## src/rdf_pkg.sv

```systemverilog
// Constants, types and helpers shared by the receive DC-free decoder
`default_nettype none
package rdf_pkg;
  // Register offsets on the register port
  localparam logic [6:0] RDF_OFS_FIFO = 7'h00;
  localparam logic [6:0] RDF_OFS_RATE_HI = 7'h03;
  localparam logic [6:0] RDF_OFS_RATE_LO = 7'h04;
  localparam logic [6:0] RDF_OFS_PKT1 = 7'h37;
  // Values after reset
  localparam logic [7:0] RDF_RST_RATE_HI = 8'h1a;
  localparam logic [7:0] RDF_RST_RATE_LO = 8'h0b;
  localparam logic [7:0] RDF_RST_PKT1 = 8'h10;
  // Line code select field position inside packet_settings_one
  localparam int RDF_LCS_LSB = 5;
  localparam logic [1:0] RDF_LCS_NONE = 2'h0;
  localparam logic [1:0] RDF_LCS_MANCH = 2'h1;
  localparam logic [1:0] RDF_LCS_WHITEN = 2'h2;
  // Data processing mode value that means packet mode
  localparam logic [1:0] RDF_DMODE_PACKET = 2'h0;
  // Whitening register preset and last bit index of a byte
  localparam logic [8:0] RDF_LFSR_PRESET = 9'h1ff;
  localparam logic [2:0] RDF_BIT_LAST = 3'h7;

  // Effective treatment of payload chips
  typedef enum logic [1:0] {RDF_PASS, RDF_MANCH, RDF_WHITEN} rdf_mode_e;

  // Software configuration carried as one bundle
  typedef struct packed {
    logic [15:0] divisor;
    logic [1:0] line_code_select;
  } rdf_cfg_s;

  // Decode select field and data mode into the payload treatment
  function automatic rdf_mode_e rdf_decode(input logic [1:0] sel, input logic [1:0] dmode);
    rdf_mode_e m;
    m = RDF_PASS;
    if (sel == RDF_LCS_MANCH && dmode == RDF_DMODE_PACKET) begin
      m = RDF_MANCH;
    end else if (sel == RDF_LCS_WHITEN) begin
      m = RDF_WHITEN;
    end
    return m;
  endfunction
endpackage
`default_nettype wire

```

## src/rdf_whiten_lfsr.sv

```systemverilog
// Nine-bit whitening sequence generator for the decoder
`timescale 1ns/1ns
`default_nettype none
module rdf_whiten_lfsr import rdf_pkg::*; #(
  parameter int WIDTH = 9
) (
  // Clock and reset
  input wire logic sys_clk,
  input wire logic arst_n,
  // Control
  input wire logic preset,
  input wire logic step,
  // Sequence
  output logic seq_bit,
  output logic [WIDTH-1:0] state
);
  logic [WIDTH-1:0] lfsr_r; // Shift register, bit 0 is the current mask bit

  // Preset wins over a step so a new packet always starts from all ones
  always_ff @(posedge sys_clk or negedge arst_n) begin
    if (!arst_n) begin
      lfsr_r <= RDF_LFSR_PRESET;
    end else if (preset) begin
      lfsr_r <= RDF_LFSR_PRESET;
    end else if (step) begin
      lfsr_r <= {lfsr_r[0] ^ lfsr_r[5], lfsr_r[WIDTH-1:1]};
    end
  end

  assign seq_bit = lfsr_r[0];
  assign state = lfsr_r;
endmodule
`default_nettype wire

```

## src/rdf_rx_dc_free_decoder.sv

```systemverilog
// Receive DC-free decoder: Manchester, de-whitening or pass, byte packing
`timescale 1ns/1ns
`default_nettype none
module rdf_rx_dc_free_decoder import rdf_pkg::*; (
  // Clock and reset
  input wire logic sys_clk,
  input wire logic arst_n,
  // Register port
  input wire logic [6:0] reg_addr,
  input wire logic reg_wr,
  input wire logic reg_rd,
  input wire logic [7:0] reg_wdata,
  output logic [7:0] reg_rdata,
  // Mode from the data modulation setting
  input wire logic [1:0] data_mode,
  // Chip stream from the bit synchroniser and packet framing
  input wire logic chip_in,
  input wire logic sync_match,
  input wire logic frame_end,
  // Chip timing and preamble/sync NRZ stream
  output logic chip_tick,
  output logic nrz_valid,
  output logic nrz_bit,
  // Decoded bytes towards the receive FIFO
  output logic byte_valid,
  output logic [7:0] byte_data,
  output logic manch_error
);
  logic [7:0] rate_hi_r; // rate_divisor_high
  logic [7:0] rate_lo_r; // rate_divisor_low
  logic [7:0] pkt1_r; // packet_settings_one
  logic [7:0] reg_rdata_r; // Read data flop
  rdf_cfg_s cfg; // Configuration bundle
  rdf_mode_e mode; // Current payload treatment
  logic [15:0] div_cnt_r; // Chip period counter
  logic [15:0] div_last; // Terminal count of the chip period
  logic tick; // One cycle per chip
  logic chip_tick_r; // Registered tick
  logic in_payload_r; // Between sync match and frame end
  logic have_half_r; // First chip of a Manchester pair held
  logic half_r; // Value of that first chip
  logic dec_valid_r; // One decoded payload bit
  logic dec_bit_r; // Its value
  logic nrz_valid_r; // Preamble or sync chip out
  logic nrz_bit_r; // Its value
  logic manch_err_r; // Pair was 00 or 11
  logic [7:0] shift_r; // Byte being assembled, first bit is MSB
  logic [2:0] bit_cnt_r; // Bits in shift_r
  logic byte_valid_r; // Byte strobe
  logic [7:0] byte_data_r; // Byte held for FIFO and register reads
  logic lfsr_bit; // Current whitening mask bit
  logic [8:0] lfsr_state; // Whitening register contents
  logic lfsr_step; // Advance once per processed payload bit
  logic pay_tick; // A payload chip arrives this cycle

  assign cfg.divisor = {rate_hi_r, rate_lo_r};
  assign cfg.line_code_select = pkt1_r[RDF_LCS_LSB+1:RDF_LCS_LSB];
  // Select 11 (both methods) decodes as pass; decode gives one treatment
  assign mode = rdf_decode(cfg.line_code_select, data_mode);

  // Register writes; writes to the FIFO port are ignored in a receiver
  always_ff @(posedge sys_clk or negedge arst_n) begin
    if (!arst_n) begin
      rate_hi_r <= RDF_RST_RATE_HI;
      rate_lo_r <= RDF_RST_RATE_LO;
      pkt1_r <= RDF_RST_PKT1;
    end else if (reg_wr) begin
      unique case (reg_addr)
        RDF_OFS_RATE_HI: rate_hi_r <= reg_wdata;
        RDF_OFS_RATE_LO: rate_lo_r <= reg_wdata;
        RDF_OFS_PKT1: pkt1_r <= reg_wdata;
        default: ;
      endcase
    end
  end

  // Register reads, one cycle late; unmapped offsets read zero
  always_ff @(posedge sys_clk or negedge arst_n) begin
    if (!arst_n) begin
      reg_rdata_r <= 8'h00;
    end else if (reg_rd) begin
      unique case (reg_addr)
        RDF_OFS_FIFO: reg_rdata_r <= byte_data_r;
        RDF_OFS_RATE_HI: reg_rdata_r <= rate_hi_r;
        RDF_OFS_RATE_LO: reg_rdata_r <= rate_lo_r;
        RDF_OFS_PKT1: reg_rdata_r <= pkt1_r;
        default: reg_rdata_r <= 8'h00;
      endcase
    end
  end

  // Chip period: same divisor for preamble, sync, payload and CRC; zero acts as one
  assign div_last = (cfg.divisor == 16'h0000) ? 16'h0000 : cfg.divisor - 16'h0001;
  assign tick = (div_cnt_r >= div_last);
  assign pay_tick = tick && in_payload_r;

  always_ff @(posedge sys_clk or negedge arst_n) begin
    if (!arst_n) begin
      div_cnt_r <= 16'h0000;
      chip_tick_r <= 1'b0;
    end else begin
      div_cnt_r <= tick ? 16'h0000 : div_cnt_r + 16'h0001;
      chip_tick_r <= tick;
    end
  end

  // Payload window: opened by sync match, closed by frame end
  always_ff @(posedge sys_clk or negedge arst_n) begin
    if (!arst_n) begin
      in_payload_r <= 1'b0;
    end else if (sync_match) begin
      in_payload_r <= 1'b1;
    end else if (frame_end) begin
      in_payload_r <= 1'b0;
    end
  end

  // Preamble and sync chips leave as NRZ bits, never decoded
  always_ff @(posedge sys_clk or negedge arst_n) begin
    if (!arst_n) begin
      nrz_valid_r <= 1'b0;
      nrz_bit_r <= 1'b0;
    end else begin
      nrz_valid_r <= tick && !in_payload_r;
      if (tick && !in_payload_r) begin
        nrz_bit_r <= chip_in;
      end
    end
  end

  // Manchester pair tracking; a new frame always starts on a pair boundary
  always_ff @(posedge sys_clk or negedge arst_n) begin
    if (!arst_n) begin
      have_half_r <= 1'b0;
      half_r <= 1'b0;
    end else if (sync_match || frame_end || mode != RDF_MANCH) begin
      have_half_r <= 1'b0;
    end else if (pay_tick) begin
      have_half_r <= !have_half_r;
      if (!have_half_r) begin
        half_r <= chip_in;
      end
    end
  end

  assign lfsr_step = pay_tick && mode == RDF_WHITEN;

  // Bit decode: pair to bit, XOR with sequence, or pass untouched
  always_ff @(posedge sys_clk or negedge arst_n) begin
    if (!arst_n) begin
      dec_valid_r <= 1'b0;
      dec_bit_r <= 1'b0;
      manch_err_r <= 1'b0;
    end else begin
      dec_valid_r <= 1'b0;
      manch_err_r <= 1'b0;
      if (pay_tick) begin
        unique case (mode)
          RDF_MANCH: begin
            // Second chip completes the pair; 10 -> 1, 01 -> 0
            if (have_half_r) begin
              dec_valid_r <= 1'b1;
              dec_bit_r <= half_r;
              manch_err_r <= (half_r == chip_in);
            end
          end
          RDF_WHITEN: begin
            dec_valid_r <= 1'b1;
            dec_bit_r <= chip_in ^ lfsr_bit;
          end
          RDF_PASS: begin
            dec_valid_r <= 1'b1;
            dec_bit_r <= chip_in;
          end
        endcase
      end
    end
  end

  // Byte packing; only restored bits ever reach the FIFO side
  always_ff @(posedge sys_clk or negedge arst_n) begin
    if (!arst_n) begin
      shift_r <= 8'h00;
      bit_cnt_r <= 3'h0;
      byte_valid_r <= 1'b0;
      byte_data_r <= 8'h00;
    end else begin
      byte_valid_r <= 1'b0;
      if (sync_match) begin
        bit_cnt_r <= 3'h0;
      end else if (dec_valid_r) begin
        shift_r <= {shift_r[6:0], dec_bit_r};
        bit_cnt_r <= bit_cnt_r + 3'h1;
        if (bit_cnt_r == RDF_BIT_LAST) begin
          byte_valid_r <= 1'b1;
          byte_data_r <= {shift_r[6:0], dec_bit_r};
        end
      end
    end
  end

  // Whitening sequence, preset on each sync match
  rdf_whiten_lfsr #(.WIDTH(9)) u_lfsr (
    .sys_clk(sys_clk),
    .arst_n(arst_n),
    .preset(sync_match),
    .step(lfsr_step),
    .seq_bit(lfsr_bit),
    .state(lfsr_state)
  );

  assign reg_rdata = reg_rdata_r;
  assign chip_tick = chip_tick_r;
  assign nrz_valid = nrz_valid_r;
  assign nrz_bit = nrz_bit_r;
  assign byte_valid = byte_valid_r;
  assign byte_data = byte_data_r;
  assign manch_error = manch_err_r;
endmodule
`default_nettype wire

```

## config.mk

```make
export PLATFORM = sky130hd
export DESIGN_NAME = rdf_rx_dc_free_decoder
export DESIGN_NICKNAME = d
export VERILOG_FILES = /design/src/rdf_pkg.sv /design/src/rdf_whiten_lfsr.sv /design/src/rdf_rx_dc_free_decoder.sv
export SDC_FILE = /design/constraint.sdc
export NUM_CORES = 1
export LEC_CHECK = 0
export BUFFER_PORTS_ARGS = -buffer_cell sky130_fd_sc_hd__buf_4
export CORE_MARGIN = 8
export CORE_UTILIZATION = 63
export DETAILED_ROUTE_END_ITERATION = 12
export PLACE_DENSITY = 0.84
export SYNTH_ARGS = -nofsm -noshare
export SYNTH_HDL_FRONTEND = slang
export SYNTH_HIERARCHICAL = 1
export SYNTH_SLANG_ARGS = --single-unit
```

## constraint.sdc

```tcl
create_clock -name sys_clk -period 6.2 [get_ports sys_clk]
set_clock_uncertainty 0.05 [all_clocks]
set_input_delay 0.62 -clock sys_clk [delete_from_list [all_inputs] [get_ports sys_clk]]
set_output_delay 0.62 -clock sys_clk [all_outputs]
set_load 0.01 [all_outputs]
```

Yosys cells after proc, flatten, opt, wreduce, memory -nomap -nowiden
Index checks and enable logic that the tools add are counted.
W data, S select, Z words.

cells by class
  add/subtract/negate cells = 3
  order comparisons = 1
  eq/ne operators = 11
  mux-type cells = 24
  bitwise operators = 5
  reductions and logical operators = 24

operator list
  operator                 number
  $mux W16                 2
  $pmux W8 S4              1
  $mux W9                  2
  $add A16 B1 Y16 const B  1
  $ge A16 B16 Y1           1
  $logic_not A16 Y1        1
  $sub A16 B1 Y16 const B  1
  $mux W1                  13
  $reduce_and A2 Y1        5
  $reduce_bool A2 Y1       4
  $eq A7 B2 Y1 const B     1
  $eq A7 B3 Y1 const B     1
  $eq A7 B6 Y1 const B     1
  $logic_not A7 Y1         1
  $mux W3                  2
  $reduce_and A3 Y1        2
  $eq A2 B1 Y1 const B     2
  $eq A2 B2 Y1 const B     2
  $logic_and A1 B1 Y1      4
  $logic_not A2 Y1         2
  $mux W2                  2
  $add A3 B1 Y3 const B    1
  $eq A3 B3 Y1 const B     1
  $not A1 Y1               3
  9 further kinds          12

storage, ports and cells
  bits in registers = 85
  input port bits = 24

Depth between registers and ports, before layout
  word-level depth = 7
  depth in mapped cells = 18
  gate-level depth less buffers = 16

Cells and area by module
Netlist, hierarchy kept.

modules (own cells, without submodules)
  module                  times used  cells each  area each (µm²)  seq. area each (µm²)
  rdf_rx_dc_free_decoder  1           350         3982.6           1910.6
  rdf_whiten_lfsr         1           31          389.1            236.5

Worst setup path after synthesis
OpenSTA, ideal clock, no wires.

  path kind = reg-to-reg
  from = reg rate_lo_r[5]
  to = reg u_lfsr.lfsr_r[0] (netlist: u_lfsr/state[0])
  arrival time = 3.469 ns
  required time = 6.070 ns
  slack = 2.601 ns
  stages on the path, launching flop included = 17
  path buffers = 2
  period minus slack after synthesis = 3.599 ns
  path through = dfrtp_1 or4_4 or3_4 nor3_4 nand3b_1 xnor2_1 nand2_1 ha_1 and4_1 nand2_1 o21ai_1 buf_2 nand2_1 nor3b_1 buf_6 mux2i_1 nand2_1

between the ends
  cells in the longest elaborated chain, start to end = 6

RTL lines
  element                                                      RTL line                       source
  from (decl)                                                  rdf_rx_dc_free_decoder.sv:30   logic [7:0] rate_lo_r;
  from (signal assigned)                                       rdf_rx_dc_free_decoder.sv:70   RDF_OFS_RATE_LO: rate_lo_r <= reg_wdata;
  $sub A16 B1 Y16 / $logic_not A16 Y1 (equally long branches)  rdf_rx_dc_free_decoder.sv:93   assign div_last = (cfg.divisor == 16'h0000) ? 16'h0000 : cfg.divisor - 16'h0001;
  $mux W16 (*)                                                 rdf_rx_dc_free_decoder.sv:93
  $ge A16 B16 Y1 (*)                                           rdf_rx_dc_free_decoder.sv:94   assign tick = (div_cnt_r >= div_last);
  $logic_and A1 B1 Y1 (*)                                      rdf_rx_dc_free_decoder.sv:95   assign pay_tick = tick && in_payload_r;
  $logic_and A1 B1 Y1 (*)                                      rdf_rx_dc_free_decoder.sv:146  assign lfsr_step = pay_tick && mode == RDF_WHITEN;
  named net lfsr_step                                          rdf_rx_dc_free_decoder.sv:53   logic lfsr_step;
  $reduce_bool A2 Y1 (no line) (*)                             -
  to (signal assigned)                                         rdf_whiten_lfsr.sv:26          lfsr_r <= {lfsr_r[0] ^ lfsr_r[5], lfsr_r[WIDTH-1:1]};
  to (decl)                                                    rdf_whiten_lfsr.sv:17          logic [WIDTH-1:0] lfsr_r;

The timed path passes the listed nets; every way through them passes the cells marked *.
A chain may end at the register's enable or synchronous reset.

Worst setup path in the final report
  from = reg rate_lo_r[5]
  to = reg u_lfsr.lfsr_r[7] (netlist: u_lfsr/state[7])

Same word-level chain as after synthesis.

==> flow_summary.ini <==
[cells_and_area]
drive_gt1_share_pct = 31.7
num_antenna_cells = 0
syn_to_final_growth_pct = 14.7
final_nets = 475
instances_no_fill = 515
stdcell_area_um2 = 5000
final_cell_mix = dfrtp_1 (69), buf_4 (46), mux2_2 (42)
fillers = 472
final_util_pct = 74.1
mostFrequentLayoutCell = dfrtp_1

[power_and_ir_drop]
total_power_mw = 1.45
swShare_pct = 31.1
intPower_mw = 1.00
p_comb_share_pct = 23.3
powerDensity_nw_per_um2 = 290
p_sw_uw = 451
ir_worst_vdd_mv = 0.200
p_clk_share_pct = 30.5
power.leakage_nw = 2.40
p_seq_share_pct = 46.1

[sta]
period_share_pct = 68.6
slew_viol_final = 0
rsz0062_at_grt = false
worst_slack_ns = 1.95
slew_headroom_pct = 32.1
finalHoldViolCount = 0
holdWs_ns = 0.406
tns_ns = 0
tightestPinTransition_ns = 1.02
max_freq_mhz = 235
min_period_ns = 4.25
setup_violations = 0

[place]
hpwl_um = 6710
io_buffers = 44
post_dp_cell_area_um2 = 4770
dp.cells = 499
dp_slack_ns = 2.00
gp_congestion = 0.888

[detailed_routing]
drc = 0
drt_iter0_drc = 124
vias = 3150
dr_wl_met2_um = 4700
routed_wirelength_um = 9310
top_layer_used = met4
wl_met3_um = 518
firstDrtPassIters = 4
wl_met1_um = 3920
ant_nets = 0
viasPerCell = 6.12
post_drt_wl_per_cell_um = 18.1

[floorplan]
dieHeight_um = 99.2
coreArea_um2 = 6760
rows = 30
die_w_um = 99.2
io_pins = 45
start_util_pct = 64.6
dieArea_um2 = 9850

[grt]
grt_max_degree = 86
grt_pass1_wl_um = 15700
grt_usage_pct = 19.7
grt_pass1_vias = 3307
gr-total-overflow = 0
grt_antenna_before_repair = 0

[flow_run]
drv_cap = 0

[clock_network]
cts-root-buf = clkbuf_8
postCtsHoldBufs = 0
cts_setup_buffers = 0
tritoncts = yes
htreeDepth = 3
clock_path_buffers = 2
clk_pin_slew_ns = 0.09
cts_resized = 0
clock-sinks = 85
cts_buffers = 9
insertion_delay_ns = 0.35

[worst_setup_path]
reg2reg_from = rate_lo_r[5]
cp-end-kind = register
crit_arrival_ns = 4.49
crit_end = u_lfsr/state[7]
crit_start = rate_lo_r[5]
start_kind = register
regToRegEndpoint = u_lfsr/state[7]
rrSetupSlack_ns = 1.95
critPathKind = reg -> reg
reg2reg_depth = 15
required_ns = 6.43
crit_fanout = 22

[synth]
synthCells = 380
syn_avg_cell_area_um2 = 11.5
netlist_area_um2 = 4360
syn_nets = 425
ys_warn_count = 6

[status]
status = complete, no violations

[hold_path]
hp-class = in -> async
[sequential cells by signal, indices dropped and copies added (netlist names)]
| register | flops |
|---|---|
| in_payload_r | 1 |
| dec_valid_r | 1 |
| pkt1_r | 8 |
| div_cnt_r | 16 |
| nrz_bit | 1 |
| nrz_valid | 1 |
| bit_cnt_r | 3 |
| reg_rdata | 8 |
| u_lfsr/state | 9 |
| manch_error | 1 |
| rate_lo_r | 8 |
| rate_hi_r | 8 |
| chip_tick | 1 |
| have_half_r | 1 |
| byte_data | 8 |
| shift_r | 7 |
| byte_valid | 1 |
| half_r | 1 |
| dec_bit_r | 1 |
[worst max-delay path: stages, from the launching register on]
cell	delay, ns
dfrtp_1	0.46
or4_4	0.58
nor3_1	0.27
nand4_1	0.49
and2_1	0.37
ha_1	0.26
nand2b_1	0.09
a2111oi_0	0.09
o311a_1	0.30
o21ai_1	0.15
buf_4	0.27
nand2_1	0.10
nor3b_1	0.20
buf_4	0.23
mux2i_1	0.21
nand2_1	0.08
[how the worst min path moves through the flow]
stage          startpoint       endpoint  slack (ns)
6_report           arst_n  div_cnt_r[12]        0.41
5_1_grt        sync_match   bit_cnt_r[2]        0.44
4_1_cts            arst_n   reg_rdata[5]        0.43
3_5_place_dp      nrz_bit        nrz_bit        0.45
3_3_place_gp    pkt1_r[3]      pkt1_r[3]        0.44
2_1_floorplan      arst_n   bit_cnt_r[0]        0.27
[routing by layer]
| layer | vias up | GRT usage [%] |
|---|---|---|
| li1 | 1461 | - |
| met4 | 0 | 9.78 |
| met5 | - | 0 |
| met3 | 17 | 4.47 |
| met2 | 98 | 32.6 |
| met1 | 1574 | 23.7 |
[power by group through the flow]
stage | Combinational [mW] | Sequential [mW] | Clock, mW
after floorplan | 0.250 | 0.662 | 0
after global placement | 0.318 | 0.676 | 0
after detailed placement | 0.334 | 0.680 | 0
after CTS | 0.339 | 0.670 | 0.452
after global routing | 0.388 | 0.679 | 0.468
final | 0.339 | 0.671 | 0.444
[final cells by class]
type | count | area [um^2] | area share, %
clock buffer | 9 | 124 | 2.48
clock inverter | 7 | 105 | 2.10
inverter | 17 | 63.8 | 1.28
multi-input combinational | 271 | 2120 | 42.3
sequential | 85 | 2150 | 42.9
tap | 80 | 100 | 2.00
timing repair buffer | 46 | 345 | 6.90
(Power assumes the default switching activity.)
